$ cat src/verilog/gpd_pkg.sv
// Package for the eight-bit port D block: register map, reset values, carriers
package gpd_pkg;

    // ----------------------------------------------------------------
    // Widths
    // ----------------------------------------------------------------
    localparam int          GPD_PINS       = 8;
    localparam int          GPD_ANALOG     = 3;
    localparam int          GPD_ADDR_W     = 12;
    localparam int          GPD_DATA_W     = 32;

    // ----------------------------------------------------------------
    // Register byte offsets
    // ----------------------------------------------------------------
    localparam logic [11:0] GPD_OFS_VALUE  = 12'h000;
    localparam logic [11:0] GPD_OFS_DIR    = 12'h004;
    localparam logic [11:0] GPD_OFS_LATCH  = 12'h008;
    localparam logic [11:0] GPD_OFS_ANALOG = 12'h00c;
    localparam logic [11:0] GPD_OFS_PULLUP = 12'h010;
    localparam logic [11:0] GPD_OFS_ODRAIN = 12'h014;
    localparam logic [11:0] GPD_OFS_SLEW   = 12'h018;
    localparam logic [11:0] GPD_OFS_THRESH = 12'h01c;
    localparam logic [11:0] GPD_OFS_OWNER  = 12'h020;
    localparam logic [11:0] GPD_OFS_DRIVE  = 12'h024;

    // ----------------------------------------------------------------
    // Reset values
    // ----------------------------------------------------------------
    localparam logic [7:0]  GPD_RST_DIR    = 8'hff;
    localparam logic [7:0]  GPD_RST_LATCH  = 8'h00;
    localparam logic [2:0]  GPD_RST_ANALOG = 3'h7;
    localparam logic [7:0]  GPD_RST_PULLUP = 8'hff;
    localparam logic [7:0]  GPD_RST_ODRAIN = 8'h00;
    localparam logic [7:0]  GPD_RST_SLEW   = 8'hff;
    localparam logic [7:0]  GPD_RST_THRESH = 8'hff;

    // ----------------------------------------------------------------
    // Field positions of the pins that peripherals can take over
    // ----------------------------------------------------------------
    localparam int          GPD_BIT_OPAMP  = 1;
    localparam int          GPD_BIT_PWM_F  = 4;
    localparam int          GPD_BIT_PWM_E  = 5;
    localparam int          GPD_BIT_PWM_D  = 6;
    localparam int          GPD_BIT_PWM_C  = 7;

    // ----------------------------------------------------------------
    // Carriers
    // ----------------------------------------------------------------
    // One peripheral output function: enable plus level
    typedef struct packed {
        logic en;
        logic val;
    } gpd_drive_t;

    // All peripheral outputs that compete for port pins
    typedef struct packed {
        gpd_drive_t opamp_three_output;
        gpd_drive_t pwm_ctrl3_output_c;
        gpd_drive_t pwm_ctrl3_output_d;
        gpd_drive_t pwm_ctrl3_output_e;
        gpd_drive_t pwm_ctrl3_output_f;
        gpd_drive_t comparator_three_output;
        gpd_drive_t comparator_four_output;
    } gpd_periph_t;

    // Per-pin pad controls
    typedef struct packed {
        logic [7:0] out;
        logic [7:0] oe;
        logic [7:0] slew_limit;
        logic [7:0] pullup_en;
        logic [7:0] dig_in_en;
    } gpd_pad_t;

endpackage : gpd_pkg

$ cat src/verilog/gpd_sync.sv
// Two-flop synchroniser for the pin readback levels
`timescale 1ns/1ps
`default_nettype none
module gpd_sync
    import gpd_pkg::*;
(
    // Clock and reset
    input  wire logic                clk_sys,
    input  wire logic                rst,
    // Levels
    input  wire logic [GPD_PINS-1:0] async_in,
    output logic      [GPD_PINS-1:0] sync_out
);

    logic [GPD_PINS-1:0] meta_reg;

    // First stage feeds the second stage only, to let metastability settle
    always_ff @(posedge clk_sys) begin
        if (rst) begin
            meta_reg <= '0;
            sync_out <= '0;
        end else begin
            meta_reg <= async_in;
            sync_out <= meta_reg;
        end
    end

endmodule : gpd_sync
`default_nettype wire

$ cat src/verilog/gpd_port.sv
// Eight-bit general-purpose port D with APB register access
//
// Function
// - eight pins, each direction, latch, readback
// - direction one puts driver in high impedance
// - direction zero drives latch onto pin
// - data read returns pins; write updates latch
// - every port write is read-modify-write
// - direction controls driver even for analog pins
// - analog pins read back as zero
// - open-drain pins only sink, never drive high
// - open-drain cleared gives push-pull drive
// - per-pin slew limit select drives pad
// - threshold select governs readback and on-chip input levels
// - highest priority enabled function owns the pin
// - input functions stay active while pin outputs
// - fixed per-pin priority list ending in latch
// - threshold one selects Schmitt, zero selects TTL
// - analog select on pins 2-0 disables input
// - pull-up disabled while pin is an output
//
// Decided for this implementation: the placing of the registers and the APB interface to the registers.
`timescale 1ns/1ps
`default_nettype none
module gpd_port
    import gpd_pkg::*;
(
    // Clock and reset
    input  wire logic                  clk_sys,
    input  wire logic                  rst,
    // APB slave
    input  wire logic                  psel,
    input  wire logic                  penable,
    input  wire logic                  pwrite,
    input  wire logic [GPD_ADDR_W-1:0] paddr,
    input  wire logic [GPD_DATA_W-1:0] pwdata,
    input  wire logic [3:0]            pstrb,
    output logic      [GPD_DATA_W-1:0] prdata,
    output logic                       pready,
    output logic                       pslverr,
    // Peripheral output functions
    input  wire gpd_periph_t           periph,
    // Pad receivers, one per threshold
    input  wire logic [GPD_PINS-1:0]   pin_schmitt_in,
    input  wire logic [GPD_PINS-1:0]   pin_ttl_in,
    // Pad controls
    output gpd_pad_t                   pad,
    // Synchronised digital levels for on-chip input functions
    output logic      [GPD_PINS-1:0]   pin_level
);

    // ----------------------------------------------------------------
    // Registers
    // ----------------------------------------------------------------
    logic [7:0]            dir_reg;
    logic [7:0]            dir_next;
    logic [7:0]            latch_reg;
    logic [7:0]            latch_next;
    logic [GPD_ANALOG-1:0] analog_reg;
    logic [GPD_ANALOG-1:0] analog_next;
    logic [7:0]            pullup_reg;
    logic [7:0]            pullup_next;
    logic [7:0]            odrain_reg;
    logic [7:0]            odrain_next;
    logic [7:0]            slew_reg;
    logic [7:0]            slew_next;
    logic [7:0]            thresh_reg;
    logic [7:0]            thresh_next;
    logic [31:0]           rdata_reg;
    logic [31:0]           rdata_next;
    logic                  err_reg;
    logic                  err_next;
    gpd_pad_t              pad_reg;
    gpd_pad_t              pad_next;

    // ----------------------------------------------------------------
    // Bus decode
    // ----------------------------------------------------------------
    // Decode happens in the setup cycle so the access cycle answers at once
    wire        setup_rd   = psel & ~penable & ~pwrite;
    wire        setup_any  = psel & ~penable;
    wire        acc_wr     = psel & penable & pwrite;
    wire        lane0      = pstrb[0];
    wire [7:0]  wbyte      = pwdata[7:0];
    wire        hit_value  = (paddr == GPD_OFS_VALUE);
    wire        hit_dir    = (paddr == GPD_OFS_DIR);
    wire        hit_latch  = (paddr == GPD_OFS_LATCH);
    wire        hit_analog = (paddr == GPD_OFS_ANALOG);
    wire        hit_pullup = (paddr == GPD_OFS_PULLUP);
    wire        hit_odrain = (paddr == GPD_OFS_ODRAIN);
    wire        hit_slew   = (paddr == GPD_OFS_SLEW);
    wire        hit_thresh = (paddr == GPD_OFS_THRESH);
    wire        hit_owner  = (paddr == GPD_OFS_OWNER);
    wire        hit_drive  = (paddr == GPD_OFS_DRIVE);
    wire        hit_rw     = hit_value | hit_dir | hit_latch | hit_analog | hit_pullup
                           | hit_odrain | hit_slew | hit_thresh;
    wire        hit_ro     = hit_owner | hit_drive;
    wire        hit_any    = hit_rw | hit_ro;
    // Read-only status words refuse writes with an error
    wire        bad_access = ~hit_any | (pwrite & hit_ro);

    // ----------------------------------------------------------------
    // Pin readback path
    // ----------------------------------------------------------------
    logic [7:0] thr_sel;
    logic [7:0] pin_sync;
    logic [7:0] analog_mask;

    // Threshold pick ahead of the synchroniser; the pick is glitch-prone
    // when changed, which is why software leaves peripherals off then
    assign thr_sel = (thresh_reg & pin_schmitt_in) | (~thresh_reg & pin_ttl_in);

    gpd_sync u_sync (
        .clk_sys  (clk_sys),
        .rst      (rst),
        .async_in (thr_sel),
        .sync_out (pin_sync)
    );

    // Analog pins have no digital buffer, so they read zero
    assign analog_mask = {5'h00, analog_reg};
    assign pin_level   = pin_sync & ~analog_mask;

    // ----------------------------------------------------------------
    // Output priority multiplexer
    // ----------------------------------------------------------------
    logic [7:0] sel_val;
    logic [7:0] owned;

    // Pins 0, 2 and 3 carry only the latch
    assign sel_val[0] = latch_reg[0];
    assign sel_val[2] = latch_reg[2];
    assign sel_val[3] = latch_reg[3];
    // Op-amp takes pin 1 ahead of the latch
    assign sel_val[GPD_BIT_OPAMP] = periph.opamp_three_output.en
                                  ? periph.opamp_three_output.val
                                  : latch_reg[GPD_BIT_OPAMP];
    assign sel_val[GPD_BIT_PWM_F] = periph.pwm_ctrl3_output_f.en
                                  ? periph.pwm_ctrl3_output_f.val
                                  : latch_reg[GPD_BIT_PWM_F];
    assign sel_val[GPD_BIT_PWM_E] = periph.pwm_ctrl3_output_e.en
                                  ? periph.pwm_ctrl3_output_e.val
                                  : latch_reg[GPD_BIT_PWM_E];
    // PWM wins over the comparator, which wins over the latch
    assign sel_val[GPD_BIT_PWM_D] = periph.pwm_ctrl3_output_d.en
                                  ? periph.pwm_ctrl3_output_d.val
                                  : periph.comparator_three_output.en
                                  ? periph.comparator_three_output.val
                                  : latch_reg[GPD_BIT_PWM_D];
    assign sel_val[GPD_BIT_PWM_C] = periph.pwm_ctrl3_output_c.en
                                  ? periph.pwm_ctrl3_output_c.val
                                  : periph.comparator_four_output.en
                                  ? periph.comparator_four_output.val
                                  : latch_reg[GPD_BIT_PWM_C];

    // Which pins a peripheral currently owns, for the status word
    assign owned = {periph.pwm_ctrl3_output_c.en | periph.comparator_four_output.en,
                    periph.pwm_ctrl3_output_d.en | periph.comparator_three_output.en,
                    periph.pwm_ctrl3_output_e.en,
                    periph.pwm_ctrl3_output_f.en,
                    2'b00,
                    periph.opamp_three_output.en,
                    1'b0};

    // ----------------------------------------------------------------
    // Pad control, one stage per pin
    // ----------------------------------------------------------------
    // A peripheral still needs its direction bit cleared to reach the pin
    for (genvar i = 0; i < GPD_PINS; i++) begin : g_pad
        wire out_mode = ~dir_reg[i];
        // One continuous driver per bit keeps each pad bit single-sourced
        assign pad_next.out[i]        = sel_val[i] & ~odrain_reg[i];
        assign pad_next.oe[i]         = out_mode & (~odrain_reg[i] | ~sel_val[i]);
        assign pad_next.slew_limit[i] = slew_reg[i];
        assign pad_next.pullup_en[i]  = pullup_reg[i] & dir_reg[i];
        assign pad_next.dig_in_en[i]  = ~analog_mask[i];
    end

    // Pad drivers come from flops so the pins see no decode glitches
    always_ff @(posedge clk_sys) begin
        if (rst) begin
            pad_reg <= '{out: 8'h00, oe: 8'h00, slew_limit: GPD_RST_SLEW,
                         pullup_en: 8'h00, dig_in_en: 8'h00};
        end else begin
            pad_reg <= pad_next;
        end
    end
    assign pad = pad_reg;

    // ----------------------------------------------------------------
    // Register writes
    // ----------------------------------------------------------------
    // Latch write through the data word: pins are read, the byte lane
    // modifies them, and the result goes to the latch. A write without
    // lane 0 still copies the current pin levels into the latch.
    wire        wr_value   = acc_wr & hit_value;
    wire [7:0]  rmw_value  = lane0 ? wbyte : pin_level;
    wire        wr_lane    = acc_wr & lane0;

    assign latch_next  = wr_value              ? rmw_value
                       : (wr_lane & hit_latch) ? wbyte : latch_reg;
    assign dir_next    = (wr_lane & hit_dir)    ? wbyte : dir_reg;
    assign analog_next = (wr_lane & hit_analog) ? wbyte[GPD_ANALOG-1:0] : analog_reg;
    assign pullup_next = (wr_lane & hit_pullup) ? wbyte : pullup_reg;
    assign odrain_next = (wr_lane & hit_odrain) ? wbyte : odrain_reg;
    assign slew_next   = (wr_lane & hit_slew)   ? wbyte : slew_reg;
    assign thresh_next = (wr_lane & hit_thresh) ? wbyte : thresh_reg;

    // Configuration registers
    always_ff @(posedge clk_sys) begin
        if (rst) begin
            dir_reg    <= GPD_RST_DIR;
            latch_reg  <= GPD_RST_LATCH;
            analog_reg <= GPD_RST_ANALOG;
            pullup_reg <= GPD_RST_PULLUP;
            odrain_reg <= GPD_RST_ODRAIN;
            slew_reg   <= GPD_RST_SLEW;
            thresh_reg <= GPD_RST_THRESH;
        end else begin
            dir_reg    <= dir_next;
            latch_reg  <= latch_next;
            analog_reg <= analog_next;
            pullup_reg <= pullup_next;
            odrain_reg <= odrain_next;
            slew_reg   <= slew_next;
            thresh_reg <= thresh_next;
        end
    end

    // ----------------------------------------------------------------
    // Register reads
    // ----------------------------------------------------------------
    // Read data is captured in the setup cycle; the byte sits in the low
    // lane and upper bits read zero
    logic [7:0] rd_byte;

    always_comb begin
        rd_byte = 8'h00;
        case (1'b1)
            hit_value:  rd_byte = pin_level;
            hit_dir:    rd_byte = dir_reg;
            hit_latch:  rd_byte = latch_reg;
            hit_analog: rd_byte = analog_mask;
            hit_pullup: rd_byte = pullup_reg;
            hit_odrain: rd_byte = odrain_reg;
            hit_slew:   rd_byte = slew_reg;
            hit_thresh: rd_byte = thresh_reg;
            hit_owner:  rd_byte = owned;
            hit_drive:  rd_byte = pad_reg.oe;
            default:    rd_byte = 8'h00;
        endcase
    end

    assign rdata_next = setup_rd  ? {24'h000000, rd_byte} : rdata_reg;
    assign err_next   = setup_any ? bad_access : err_reg;

    // Answer registers
    always_ff @(posedge clk_sys) begin
        if (rst) begin
            rdata_reg <= 32'h0000_0000;
            err_reg   <= 1'b0;
        end else begin
            rdata_reg <= rdata_next;
            err_reg   <= err_next;
        end
    end

    // Zero wait states: every access phase completes on its first edge
    assign pready  = 1'b1;
    assign prdata  = rdata_reg;
    assign pslverr = err_reg & psel & penable;

endmodule : gpd_port
`default_nettype wire

$ cat config.mk
export PLATFORM = sky130hd
export DESIGN_NAME = gpd_port
export DESIGN_NICKNAME = d
export VERILOG_FILES = /design/src/verilog/gpd_pkg.sv /design/src/verilog/gpd_sync.sv /design/src/verilog/gpd_port.sv
export SDC_FILE = /design/constraint.sdc
export NUM_CORES = 1
export LEC_CHECK = 0
export ABC_AREA = 1
export ABC_CLOCK_PERIOD_IN_PS = 2500
export BUFFER_PORTS_ARGS = -buffer_cell sky130_fd_sc_hd__buf_2
export CAP_MARGIN = 30
export CELL_PAD_IN_SITES_DETAIL_PLACEMENT = 0
export CELL_PAD_IN_SITES_GLOBAL_PLACEMENT = 1
export CORE_MARGIN = 2
export CORE_UTILIZATION = 38
export DETAILED_ROUTE_END_ITERATION = 12
export GPL_TIMING_DRIVEN = 0
export PLACE_DENSITY = 0.87
export REMOVE_ABC_BUFFERS = 1
export SLEW_MARGIN = 20
export SYNTH_ARGS = -nofsm -noshare
export SYNTH_HDL_FRONTEND = slang
export SYNTH_SLANG_ARGS = --single-unit
$ cat constraint.sdc
create_clock -name clk_sys -period 2.5 [get_ports clk_sys]
set_input_delay 0.375 -clock clk_sys [delete_from_list [all_inputs] [get_ports clk_sys]]
set_output_delay 0.375 -clock clk_sys [all_outputs]
set_load 0.02 [all_outputs]
[Word level (Yosys, flattened, before mapping)]
Index checks and enable logic that the tools add are counted.
Cells by class
  add/sub/neg operators: 0
  multiply operators: 0
  divide/modulo/power cells: 0
  order comparisons: 0
  equality and inequality tests: 9
  shifts and indexed selects: 0
  mux-type cells: 21
  bitwise gates (word level): 96
  reduce and logical (&&, ||, !) cells: 2
Operators by type and width (count)
  2-to-1 mux 8 bit: 14
  equality test 12 x 5 -> 1 bit (second input constant): 4
  bitwise AND 1 bit: 40
  inverter 1 bit: 30
  bitwise AND 8 bit: 3
  equality test 12 x 4 -> 1 bit (second input constant): 2
  equality test 12 x 6 -> 1 bit (second input constant): 2
  OR 1 bit: 20
  equality test 12 x 3 -> 1 bit (second input constant): 1
  zero test 12 bit: 1
  inverter 3 -> 8 bit: 1
  inverter 8 bit: 1
  OR 8 bit: 1
  2-to-1 mux 1 bit: 7
  nonzero test 2 bit: 1
Word-level totals
  register bits after elaboration: 116
  bits in latches: 0
  RAM bits: 0
  ROM bits: 0
  input port bits: 83
  output and inout bits: 82
  memories kept: 0

[Longest topological paths before layout]
Gate-level depths: netlist (run 1).
  depth in word-level cells: 11
  depth in mapped cells: 16
  depth with buffers taken out: 16

[Hierarchy]
From an unflattened synthesis (run 1), not the netlist that was laid out.
Second synthesis, totals
  cells, all modules: 695
  area, all modules: 5156.2 µm²
Modules (own cells, without submodules)
  gpd_port: times used 1, cells each 645, area each 4682.0 µm², seq. area each 1921.8 µm²
  gpd_sync: times used 1, cells each 50, area each 474.2 µm², seq. area each 320.3 µm²

[Least setup slack after synthesis (run 1)]
No wires, ideal clock.
  path type: input to register
  start point: input paddr[10]
  end point: register latch_reg[5]
  setup time: 0.117 ns
  arrival time: 1.667 ns
  data required time: 2.383 ns
  slack: 0.716 ns
  cell stages on the path: 13
  path buffers: 1
  cell sequence: nor2_1 -> nand2_2 -> nor2_4 -> nand2_4 -> nor2_8 -> nand4_4 -> nor2_4 -> inv_2 -> buf_6 -> nor2_1 -> a21oi_1 -> nor2_1 -> nor2_1
On the way
  word-level cells in the longest chain between the ends: 3
  elaborated cells between the ends (all ways): 6
  classes of those cells: eq/ne (1); mux (1); bitwise (2); reduce/logical (2)
Ends and longest elaborated chain
  start, declared: RTL line gpd_port.sv:35  | input wire logic [GPD_ADDR_W-1:0] paddr,
  equality test 12 x 4 -> 1 bit or zero test 12 bit (tied branches): RTL line gpd_port.sv:87, gpd_port.sv:85
  bitwise AND 1 bit (on tied branches): RTL line gpd_port.sv:201, gpd_port.sv:196
  nonzero test 2 bit (no source line) or 2-to-1 mux 8 bit (tied branches)
  end signal, assigned: RTL line gpd_port.sv:221  | latch_reg <= latch_next;
  end, declared: RTL line gpd_port.sv:57  | logic [7:0] latch_reg;
Parallel ways exist; a longest one is shown, timed or not.
A chain may end at the register's enable or synchronous reset.

[Worst setup path in the final report (run 1)]
  start point: input paddr[1]
  end point: register odrain_reg[2]
On the way
  word-level cells in the longest chain between the ends: 2
Ends and longest elaborated chain
  equality test 12 x 5 -> 1 bit: RTL line gpd_port.sv:90  | wire hit_odrain = (paddr == GPD_OFS_ODRAIN);
  bitwise AND 1 bit: RTL line gpd_port.sv:205  | assign odrain_next = (wr_lane & hit_odrain) ? wbyte : odrain_reg;
  end signal, assigned: RTL line gpd_port.sv:224  | odrain_reg <= odrain_next;
  end, declared: RTL line gpd_port.sv:63  | logic [7:0] odrain_reg;
No other way between the ends.

==> results.json, run 1 <==
{
  "syn_inst": 675,
  "status": "finished, final reports clean",
  "reg2reg_from": "thresh_reg[5]$_SDFFE_PP1P_",
  "rsz0062_at_grt": "no",
  "grt.total_usage": 0.1983,
  "ctsRootBufferMaster": "clkbuf_16",
  "irDropWorstVdd_uv": 291.5,
  "max_cap_viol_count": 0,
  "fin_util": 0.4553,
  "syn-cell-area_um2": 5037,
  "numCtsBuffers": 9,
  "io_buffers": 112,
  "num_io_pins": 165,
  "fin_crit_sh": 0.8533,
  "fillers": 1354,
  "relSlewSlack": 0.3349,
  "end_kind": "register",
  "gp_congestion": 0.8455,
  "syn_area_per_cell_um2": 7.463,
  "syn_to_final_growth_pct": 18.28,
  "grt_pass1_vias": 4102,
  "synthTopCellsByArea": "dfxtp_1 (45%), nand2_1 (9.1%), inv_1 (6.0%), o211ai_1 (5.7%), a21oi_1 (5.2%)",
  "nets": 852,
  "synth_cell_types": 32,
  "hold_violations": 0,
  "drive_gt1_frac": 0.2277,
  "p_leak_nw": 3.119,
  "dp_hpwl_mm": 9.801,
  "cts_buffer_depth": 2,
  "cts_resized": 0,
  "p_per_area_nw_per_um2": 643.6,
  "setup_viol": 0,
  "crit_start": "paddr[1]",
  "drc_errors": 0,
  "routed_wl_mm": 13.78,
  "grt-ovfl-total": 0,
  "numClockSinks": 112,
  "fmax_ghz": 0.4688,
  "yosys.area.top_type_share": 0.4451,
  "die_h_um": 119.1,
  "drtIter0Drc": 340,
  "post_cts_buffers": 0,
  "crit_type": "in2reg",
  "largest_register_ffs": 36,
  "crit_required_ps": 2710,
  "grt_max_degree": 49,
  "r2r_slack_ps": 1240,
  "cts_tree": "built",
  "critPathArrivalTime_ps": 2350,
  "fin_skew_ps": 6.355,
  "cp-start-kind": "primary input",
  "netlist.top_cell.by_area": "dfxtp_1",
  "grt_pass1_wl_mm": 21.74,
  "vias": 4516,
  "min_from": "pin_schmitt_in[3]",
  "initial_utilization": 0.3850,
  "dieWidth_um": 119.1,
  "diodes": 0,
  "worst_slew_pin_slew_ps": 997.7,
  "vias_per_cell": 4.759,
  "drt_pass1_iterations": 7,
  "path_clk_slew_ps": 70,
  "fp-row-count": 42,
  "min_path_type": "in2reg",
  "min_period_ps": 2133,
  "coreArea_um2": 13090,
  "yosys_warnings": 0,
  "die-area_um2": 14190,
  "stdcell_count": 949,
  "drt-wirelength-per-cell_um": 14.52,
  "clock_latency_ps": 360,
  "ant_nets": 0,
  "drv_slew": 0,
  "hold_buffers": 0,
  "ys_seq_area_frac": 0.4451,
  "dp_cells": 934,
  "yosys_register_bits": 112,
  "critPathMaxFanout": 16,
  "antenna_found_initial": 0,
  "htree_levels": 3
}
## area by class of cell
class | count | area [µm²] | area share
repair buffers | 113 | 580.6 | 0.09744
multi-input cells | 437 | 2187 | 0.3671
well taps | 176 | 220.2 | 0.03696
flip-flops and latches | 112 | 2242 | 0.3763
clock buffers | 10 | 239.0 | 0.04011
inverters | 96 | 360.3 | 0.06048
clock inverters | 5 | 128.9 | 0.02163
## final timing paths
check | to | cells after the start
max | odrain_reg[2]$_SDFFE_PP0P_ | 9
min | u_sync.meta_reg[3]$_SDFF_PP0_ | 3
max reg2reg | prdata[5]$_SDFFE_PP0P_ | 10
min reg2reg | u_sync.sync_out[4]$_SDFF_PP0_ | 2
## critical path, cell delays in order
cell	delay, ps
buf_2	110
nor2_4	200
nand3_1	200
nor2_2	200
nand2_2	190
inv_2	220
nand2_1	460
o21ai_0	320
a21oi_1	60
## per-stage QoR
stage	hold WS, ps	setup WS (ps)	power (mW)	setup TNS, ps	instance area (µm²)
after floorplan	388.3	554.3	1.999	0	4787
after global placement	389.0	-477.5	2.112	-26310	5568
after detailed placement	395.8	-173.9	2.116	-834.1	5588
after CTS	229.1	190.9	3.864	0	5956
after global routing	241.3	156.6	3.966	0	5958
final	237.3	366.9	3.835	0	5958
## layer usage
| metal | track usage | share of wire | vias to the layer above |
|---|---|---|---|
| met1 | 0.2690 | 0.46 | 2027 |
| met2 | 0.3186 | 0.46 | 156 |
| met4 | 0.04613 | 0.0098 | 0 |
| met3 | 0.04837 | 0.069 | 8 |
| met5 | 0 | 0 | - |
| li1 | - | - | 2325 |
## cells by family (layout without fill, tap and decap cells)
family | Yosys count | count (layout) | share of synthesized area
AO/OA/AOI/OAI | 138 | 138 | 0.1637
buffers and inverters | 149 | 224 | 0.1383
flip-flops | 112 | 112 | 0.4451
multiplexers | 3 | 3 | 0.005961
other | 2 | 25 | 0.001491
AND/OR/NAND/NOR | 271 | 271 | 0.2454
## cell usage in the layout, fill, tap and decap left out, types with 16 or more instances in the layout
| cell | count |
|---|---|
| nand2_1 | 122 |
| dfxtp_1 | 112 |
| buf_2 | 112 |
| inv_1 | 79 |
| nor2_1 | 66 |
| a21oi_1 | 52 |
| o211ai_1 | 38 |
| o21ai_0 | 35 |
| nand3_1 | 28 |
| conb_1 | 25 |
| nor3_1 | 19 |
| inv_2 | 16 |
## cells in the mapped netlist
library cell	n
nor2_1	67
o21ai_0	35
nand4_1	6
nand2_1	122
buf_6	1
nor2_4	6
inv_2	15
mux2i_1	3
clkbuf_1	16
buf_4	34
nor3_1	19
nand4_4	1
nand3_1	28
a21oi_1	52
conb_1	2
o21ai_1	4
buf_2	2
a221oi_1	4
nor3_2	1
nand2_2	5
or2_2	10
dfxtp_1	112
a221oi_2	1
a211oi_2	1
o211ai_1	38
nor2_2	3
nand2_4	2
o2111ai_1	1
inv_1	80
clkinv_1	1
o22ai_1	2
nor2_8	1
## power by group
| part | switching (mW) | leakage, nW | total (mW) | internal [mW] |
|---|---|---|---|---|
| Clock | 0.655 | 0.179 | 1.76 | 1.10 |
| Combinational | 0.178 | 2.03 | 0.255 | 0.0763 |
| Sequential | 0.0103 | 0.912 | 1.82 | 1.81 |
| Total | 0.844 | 3.12 | 3.83 | 2.99 |
Note: power is estimated with default switching activity, not from simulation.
==> run 2: changes to the inputs <==
--- a/config.mk
+++ b/config.mk
@@ -14,7 +14,7 @@
 export CORE_MARGIN = 2
 export CORE_UTILIZATION = 38
 export DETAILED_ROUTE_END_ITERATION = 12
-export GPL_TIMING_DRIVEN = 0
+export MAX_ROUTING_LAYER = met4
 export PLACE_DENSITY = 0.87
 export REMOVE_ABC_BUFFERS = 1
 export SLEW_MARGIN = 20
==> run 2 against run 1 <==
Against the previous run: clock power is 19% lower; combinational power about the same; sequential power hardly changed; via count up 3.3%; largest power group unchanged; routed wire length grew 1.1%; sequential share of layout area is 0.26 points lower; clock-buffer cell count increased by 2; total power fell by 8.6%; die area did not move; register-to-register slack better by 40 ps; final cell count rose by 1.9%; global-route usage grew 0.28 points.
==> results.json, run 2 (synthesis gave the netlist of run 1 again) <==
{
  "status": "finished, final reports clean",
  "min_path_type": "in2reg",
  "relSlewSlack": 0.5414,
  "cts_buffer_depth": 2,
  "largest_register_ffs": 36,
  "hold_violations": 0,
  "coreArea_um2": 13090,
  "crit_chain": "buf_2 > nor2_1 > nand2_2 > nor2_4 > nand2_2 > nor2_1 > inv_2 > nand2_1 > a21oi_1 > nand2_1 > nand2_1 > nand2_1 > nand2_1 > nand2_1 > a21oi_1",
  "grt_pass1_wl_mm": 21.34,
  "fin_crit_sh": 0.7358,
  "initial_utilization": 0.3850,
  "drive_gt1_frac": 0.2402,
  "cp_slowest_cell": "nor2_1",
  "syn_to_final_growth_pct": 19.10,
  "critPathArrivalTime_ps": 2060,
  "placed_area_um2": 5710,
  "numClockSinks": 112,
  "grt.total_usage": 0.2011,
  "worst_slew_pin_slew_ps": 687.8,
  "numCtsBuffers": 9,
  "fin_util": 0.4585,
  "final_common_cell": "nand2_1",
  "clock_latency_ps": 360,
  "dp_hpwl_mm": 10.12,
  "cts_resized": 0,
  "whs_ps": 236.3,
  "layout_common_cells": "nand2_1 (122), dfxtp_1 (112), buf_2 (112)",
  "fp-row-count": 42,
  "diodes": 0,
  "critical-path-top-delay-family": "simple AND/OR/NAND/NOR gates",
  "setup-tns-final_ps": 0,
  "timing.rr.end": "prdata[4]$_SDFFE_PP0P_",
  "gp_congestion": 0.8752,
  "drt_pass1_iterations": 4,
  "io_buffers": 112,
  "p_leak_nw": 3.156,
  "design_area_um2": 6000,
  "cp-start-kind": "primary input",
  "drt-wirelength-per-cell_um": 14.40,
  "register_area_um2": 2242,
  "place_ws_ps": 334.3,
  "antenna_found_initial": 0,
  "hold_end": "u_sync.meta_reg[4]$_SDFF_PP0_",
  "cts_tree": "built",
  "setup_viol": 0,
  "path_clk_slew_ps": 70,
  "r2r_slack_ps": 1280,
  "num_io_pins": 165,
  "path_common_cell": "nand2_1",
  "grt_pass1_vias": 4040,
  "fin_skew_ps": 8.480,
  "ff2ff_path_depth": 10,
  "post_cts_buffers": 0,
  "stdcell_count": 967,
  "fmax_ghz": 0.5436,
  "drc_errors": 0,
  "p_per_area_nw_per_um2": 584.4,
  "max_stage_delay_ps": 270,
  "dp_cells": 952,
  "grt_max_degree": 66,
  "hold_path_depth": 3,
  "multiInputGateArea_um2": 2185,
  "min_period_ps": 1839,
  "reg2reg_from": "thresh_reg[4]$_SDFFE_PP1P_",
  "crit_required_ps": 2720,
  "worst_slack_ps": 660.6,
  "crit_buf_inv": 2,
  "vias_per_cell": 4.825,
  "rsz0062_at_grt": "no",
  "vias": 4666,
  "nets": 870,
  "irDropWorstVdd_uv": 292.1,
  "ant_nets": 0,
  "drv_slew": 0,
  "routed_wl_mm": 13.93,
  "grt-ovfl-total": 0,
  "total_power_mw": 3.506,
  "crit_type": "in2reg",
  "die_h_um": 119.1,
  "fillers": 1384,
  "max_cap_viol_count": 0,
  "drtIter0Drc": 352,
  "critPathMaxFanout": 8,
  "end_kind": "register",
  "htree_levels": 3,
  "min_from": "pin_schmitt_in[4]",
  "die-area_um2": 14190,
  "dieWidth_um": 119.1,
  "hold_buffers": 0,
  "ctsRootBufferMaster": "clkbuf_16"
}
## run 2: layer usage
metal  global-route usage  vias to the layer above  routed length, µm
li1                     -                     2358                  -
met1               0.2602                     2113               6272
met2               0.3193                      182               6463
met3              0.04262                       13               1017
met4              0.05506                        0                176
met5                    -                        -                  0
## run 2: tightest hold or removal path: stages
cell	delay [ps]
buf_2	70
nor2_1	30
nor2_1	80
## run 2: area by class of cell
class	count	area share
clock inverters	3	0.007091
clock buffers	12	0.04108
flip-flops and latches	112	0.3737
repair buffers	131	0.1172
well taps	176	0.03670
inverters	96	0.06006
multi-input cells	437	0.3641
## run 2: power breakdown
group / internal (mW) / switching [mW] / leakage [nW]
Clock: 0.798 / 0.632 / 0.139
Sequential: 1.81 / 0.00954 / 0.912
Combinational: 0.0769 / 0.180 / 2.10
Total: 2.69 / 0.821 / 3.16
## run 2: worst max path at each step
stage | cells past startpoint | from | endpoint
final | 15 | paddr[10] | prdata[7]$_SDFFE_PP0P_
after global routing | 13 | paddr[6] | latch_reg[3]$_SDFFE_PP0P_
after CTS | 15 | paddr[10] | prdata[7]$_SDFFE_PP0P_
after detailed placement | 15 | paddr[10] | prdata[7]$_SDFFE_PP0P_
after global placement | 15 | paddr[10] | prdata[7]$_SDFFE_PP0P_
after floorplan | 14 | paddr[10] | prdata[7]$_SDFFE_PP0P_
==> run 3: changes to the inputs <==
--- a/config.mk
+++ b/config.mk
@@ -6,16 +6,16 @@
 export NUM_CORES = 1
 export LEC_CHECK = 0
 export ABC_AREA = 1
-export ABC_CLOCK_PERIOD_IN_PS = 2500
+export ABC_CLOCK_PERIOD_IN_PS = 1900
 export BUFFER_PORTS_ARGS = -buffer_cell sky130_fd_sc_hd__buf_2
 export CAP_MARGIN = 30
 export CELL_PAD_IN_SITES_DETAIL_PLACEMENT = 0
 export CELL_PAD_IN_SITES_GLOBAL_PLACEMENT = 1
 export CORE_MARGIN = 2
-export CORE_UTILIZATION = 38
+export CORE_UTILIZATION = 36
 export DETAILED_ROUTE_END_ITERATION = 12
 export MAX_ROUTING_LAYER = met4
-export PLACE_DENSITY = 0.87
+export PLACE_DENSITY = 0.83
 export REMOVE_ABC_BUFFERS = 1
 export SLEW_MARGIN = 20
 export SYNTH_ARGS = -nofsm -noshare
==> constraint.sdc (replaced) <==
create_clock -name clk_sys -period 1.9 [get_ports clk_sys]
set_input_delay 0.285 -clock clk_sys [delete_from_list [all_inputs] [get_ports clk_sys]]
set_output_delay 0.285 -clock clk_sys [all_outputs]
set_load 0.02 [all_outputs]
==> run 3 against run 2 <==
Against the previous run: total power rose by 33%; sequential power rose by 31%; clock-buffer cell count fell by 2; final cell count is 2.7% higher; via count decreased by 1.5%; first-iteration DRC count down 34%; clock skew is 2.8 ps lower; critical endpoint is now odrain_reg[1]$_SDFFE_PP0P_; largest cell class unchanged; largest power group unchanged; highest routed layer unchanged.
==> results.json, run 3 (synthesis gave the netlist of run 1 again) <==
{
  "post_cts_buffers": 0,
  "power_frac_clock": 0.415,
  "ctsRootBufferMaster": "clkbuf_16",
  "setup_viol": 0,
  "gp_congestion": 0.8907,
  "critPathMaxFanout": 8,
  "numCtsBuffers": 9,
  "hold_buffers": 0,
  "place_ws_ps": -34.43,
  "multiInputGateArea_um2": 2185,
  "irDropWorstVdd_uv": 389.0,
  "grt-ovfl-total": 0,
  "layout_common_cells": "nand2_1 (122), dfxtp_1 (112), buf_2 (112)",
  "largest_register_ffs": 36,
  "rsz0062_at_grt": "no",
  "critPathArrivalTime_ps": 1810,
  "crit_required_ps": 2160,
  "fmax_ghz": 0.6420,
  "pwr-share-seq": 0.512,
  "vias_per_cell": 4.628,
  "swShare": 0.2407,
  "fillers": 1457,
  "dp_hpwl_mm": 10.56,
  "path_clk_slew_ps": 70,
  "whs_ps": 143.4,
  "min_path_type": "in2reg",
  "p_int_mw": 3.552,
  "die_h_um": 122.3,
  "switchingPower_mw": 1.126,
  "status": "finished, final reports clean",
  "critical-path-top-delay-family": "simple AND/OR/NAND/NOR gates",
  "grt_use_met3": 0.03717,
  "crit_type": "in2reg",
  "min_period_ps": 1558,
  "crit_chain": "buf_2 > nor2_1 > nand2_2 > buf_4 > nor2_2 > nand2_2 > inv_2 > nand2_1 > buf_4 > o21ai_0 > a21oi_1",
  "grt_max_degree": 37,
  "syn_to_final_growth_pct": 22.83,
  "busiest_layer": "met2",
  "initial_utilization": 0.3657,
  "numClockSinks": 112,
  "max_cap_viol_count": 0,
  "total_power_mw": 4.678,
  "end_kind": "register",
  "nets": 890,
  "design_area_um2": 6187,
  "vias": 4596,
  "grt_pass1_wl_mm": 21.80,
  "drt_pass1_iterations": 5,
  "hold_violations": 0,
  "p_leak_nw": 3.270,
  "cp-start-kind": "primary input",
  "coreArea_um2": 13770,
  "grt_pass1_vias": 4175,
  "clock_latency_ps": 360,
  "cts_tree": "built",
  "fin_util": 0.4492,
  "routed_wl_mm": 14.09,
  "dieWidth_um": 122.3,
  "cts_resized": 0,
  "io_buffers": 112,
  "die-area_um2": 14950,
  "combPwrFrac": 0.073,
  "grt.total_usage": 0.2008,
  "met1_usage": 0.2542,
  "fp-row-count": 43,
  "drive_gt1_frac": 0.2623,
  "p_per_area_nw_per_um2": 756.0,
  "worst_slack_ps": 342.4,
  "max_stage_delay_ps": 200,
  "drv_slew": 0,
  "drt-wirelength-per-cell_um": 14.18,
  "placed_area_um2": 5878,
  "met2_usage": 0.3212,
  "final_common_cell": "nand2_1",
  "fin_crit_sh": 0.8198,
  "fin_skew_ps": 5.713,
  "num_io_pins": 165,
  "ant_nets": 0,
  "cp_slowest_cell": "inv_2",
  "antenna_found_initial": 1,
  "drtIter0Drc": 232,
  "crit_buf_inv": 4,
  "drc_errors": 0,
  "register_area_um2": 2242,
  "cts_buffer_depth": 2,
  "htree_levels": 3
}
## run 3: power groups by stage
stage / Clock [mW] / Combinational (mW) / Sequential, mW
2_1_floorplan: 0 / 0.147 / 2.48
3_3_place_gp: 0 / 0.341 / 2.45
3_5_place_dp: 0 / 0.341 / 2.45
4_1_cts: 1.99 / 0.342 / 2.39
5_1_grt: 2.06 / 0.379 / 2.40
6_report: 1.94 / 0.340 / 2.39
## run 3: final cells by class
| type | instances | share of cell area |
|---|---|---|
| sequential | 112 | 0.3624 |
| multi-input combinational | 437 | 0.3531 |
| timing repair buffer | 151 | 0.1399 |
| inverter | 96 | 0.05824 |
| clock buffer | 10 | 0.03862 |
| tap | 180 | 0.03640 |
| clock inverter | 6 | 0.01092 |
| antenna | 1 | 0.0004044 |
## run 3: worst paths after layout
check	startpoint	to	slack, ps	depth (start not counted)
worst max-delay path	paddr[10]	odrain_reg[1]$_SDFFE_PP0P_	340	11
worst min-delay path	pin_schmitt_in[4]	u_sync.meta_reg[4]$_SDFF_PP0_	140	3
worst max register to register	thresh_reg[4]$_SDFFE_PP1P_	prdata[4]$_SDFFE_PP0P_	710	10
worst min register to register	u_sync.meta_reg[6]$_SDFF_PP0_	u_sync.sync_out[6]$_SDFF_PP0_	410	2
## run 3: layer usage
layer  wire [µm]  vias up  part of all wire
li1            -     2395                 -
met1        6507     2063              0.46
met2        6654      123              0.47
met3         684       15             0.049
met4         238        0             0.017
met5           0        -                 0
## run 3: through the flow
| stage | setup TNS (ps) | instances |
|---|---|---|
| detailed placement | -147.6 | 976 |
| finish | 0 | 993 |
| global placement | -21.61 | 976 |
| global route | 0 | 993 |
| CTS | 0 | 992 |
| floorplan | 0 | 645 |
## run 3: worst reg2reg max path, stage by stage, from the launching register on
cell and delay [ps]:
dfxtp_1 330, inv_1 120, nand2_1 70, o21ai_1 130
nor2_1 50, nand2_1 50, nand2_1 40, nand2_1 60
nand3_1 80, nand3_1 80, a21oi_1 60
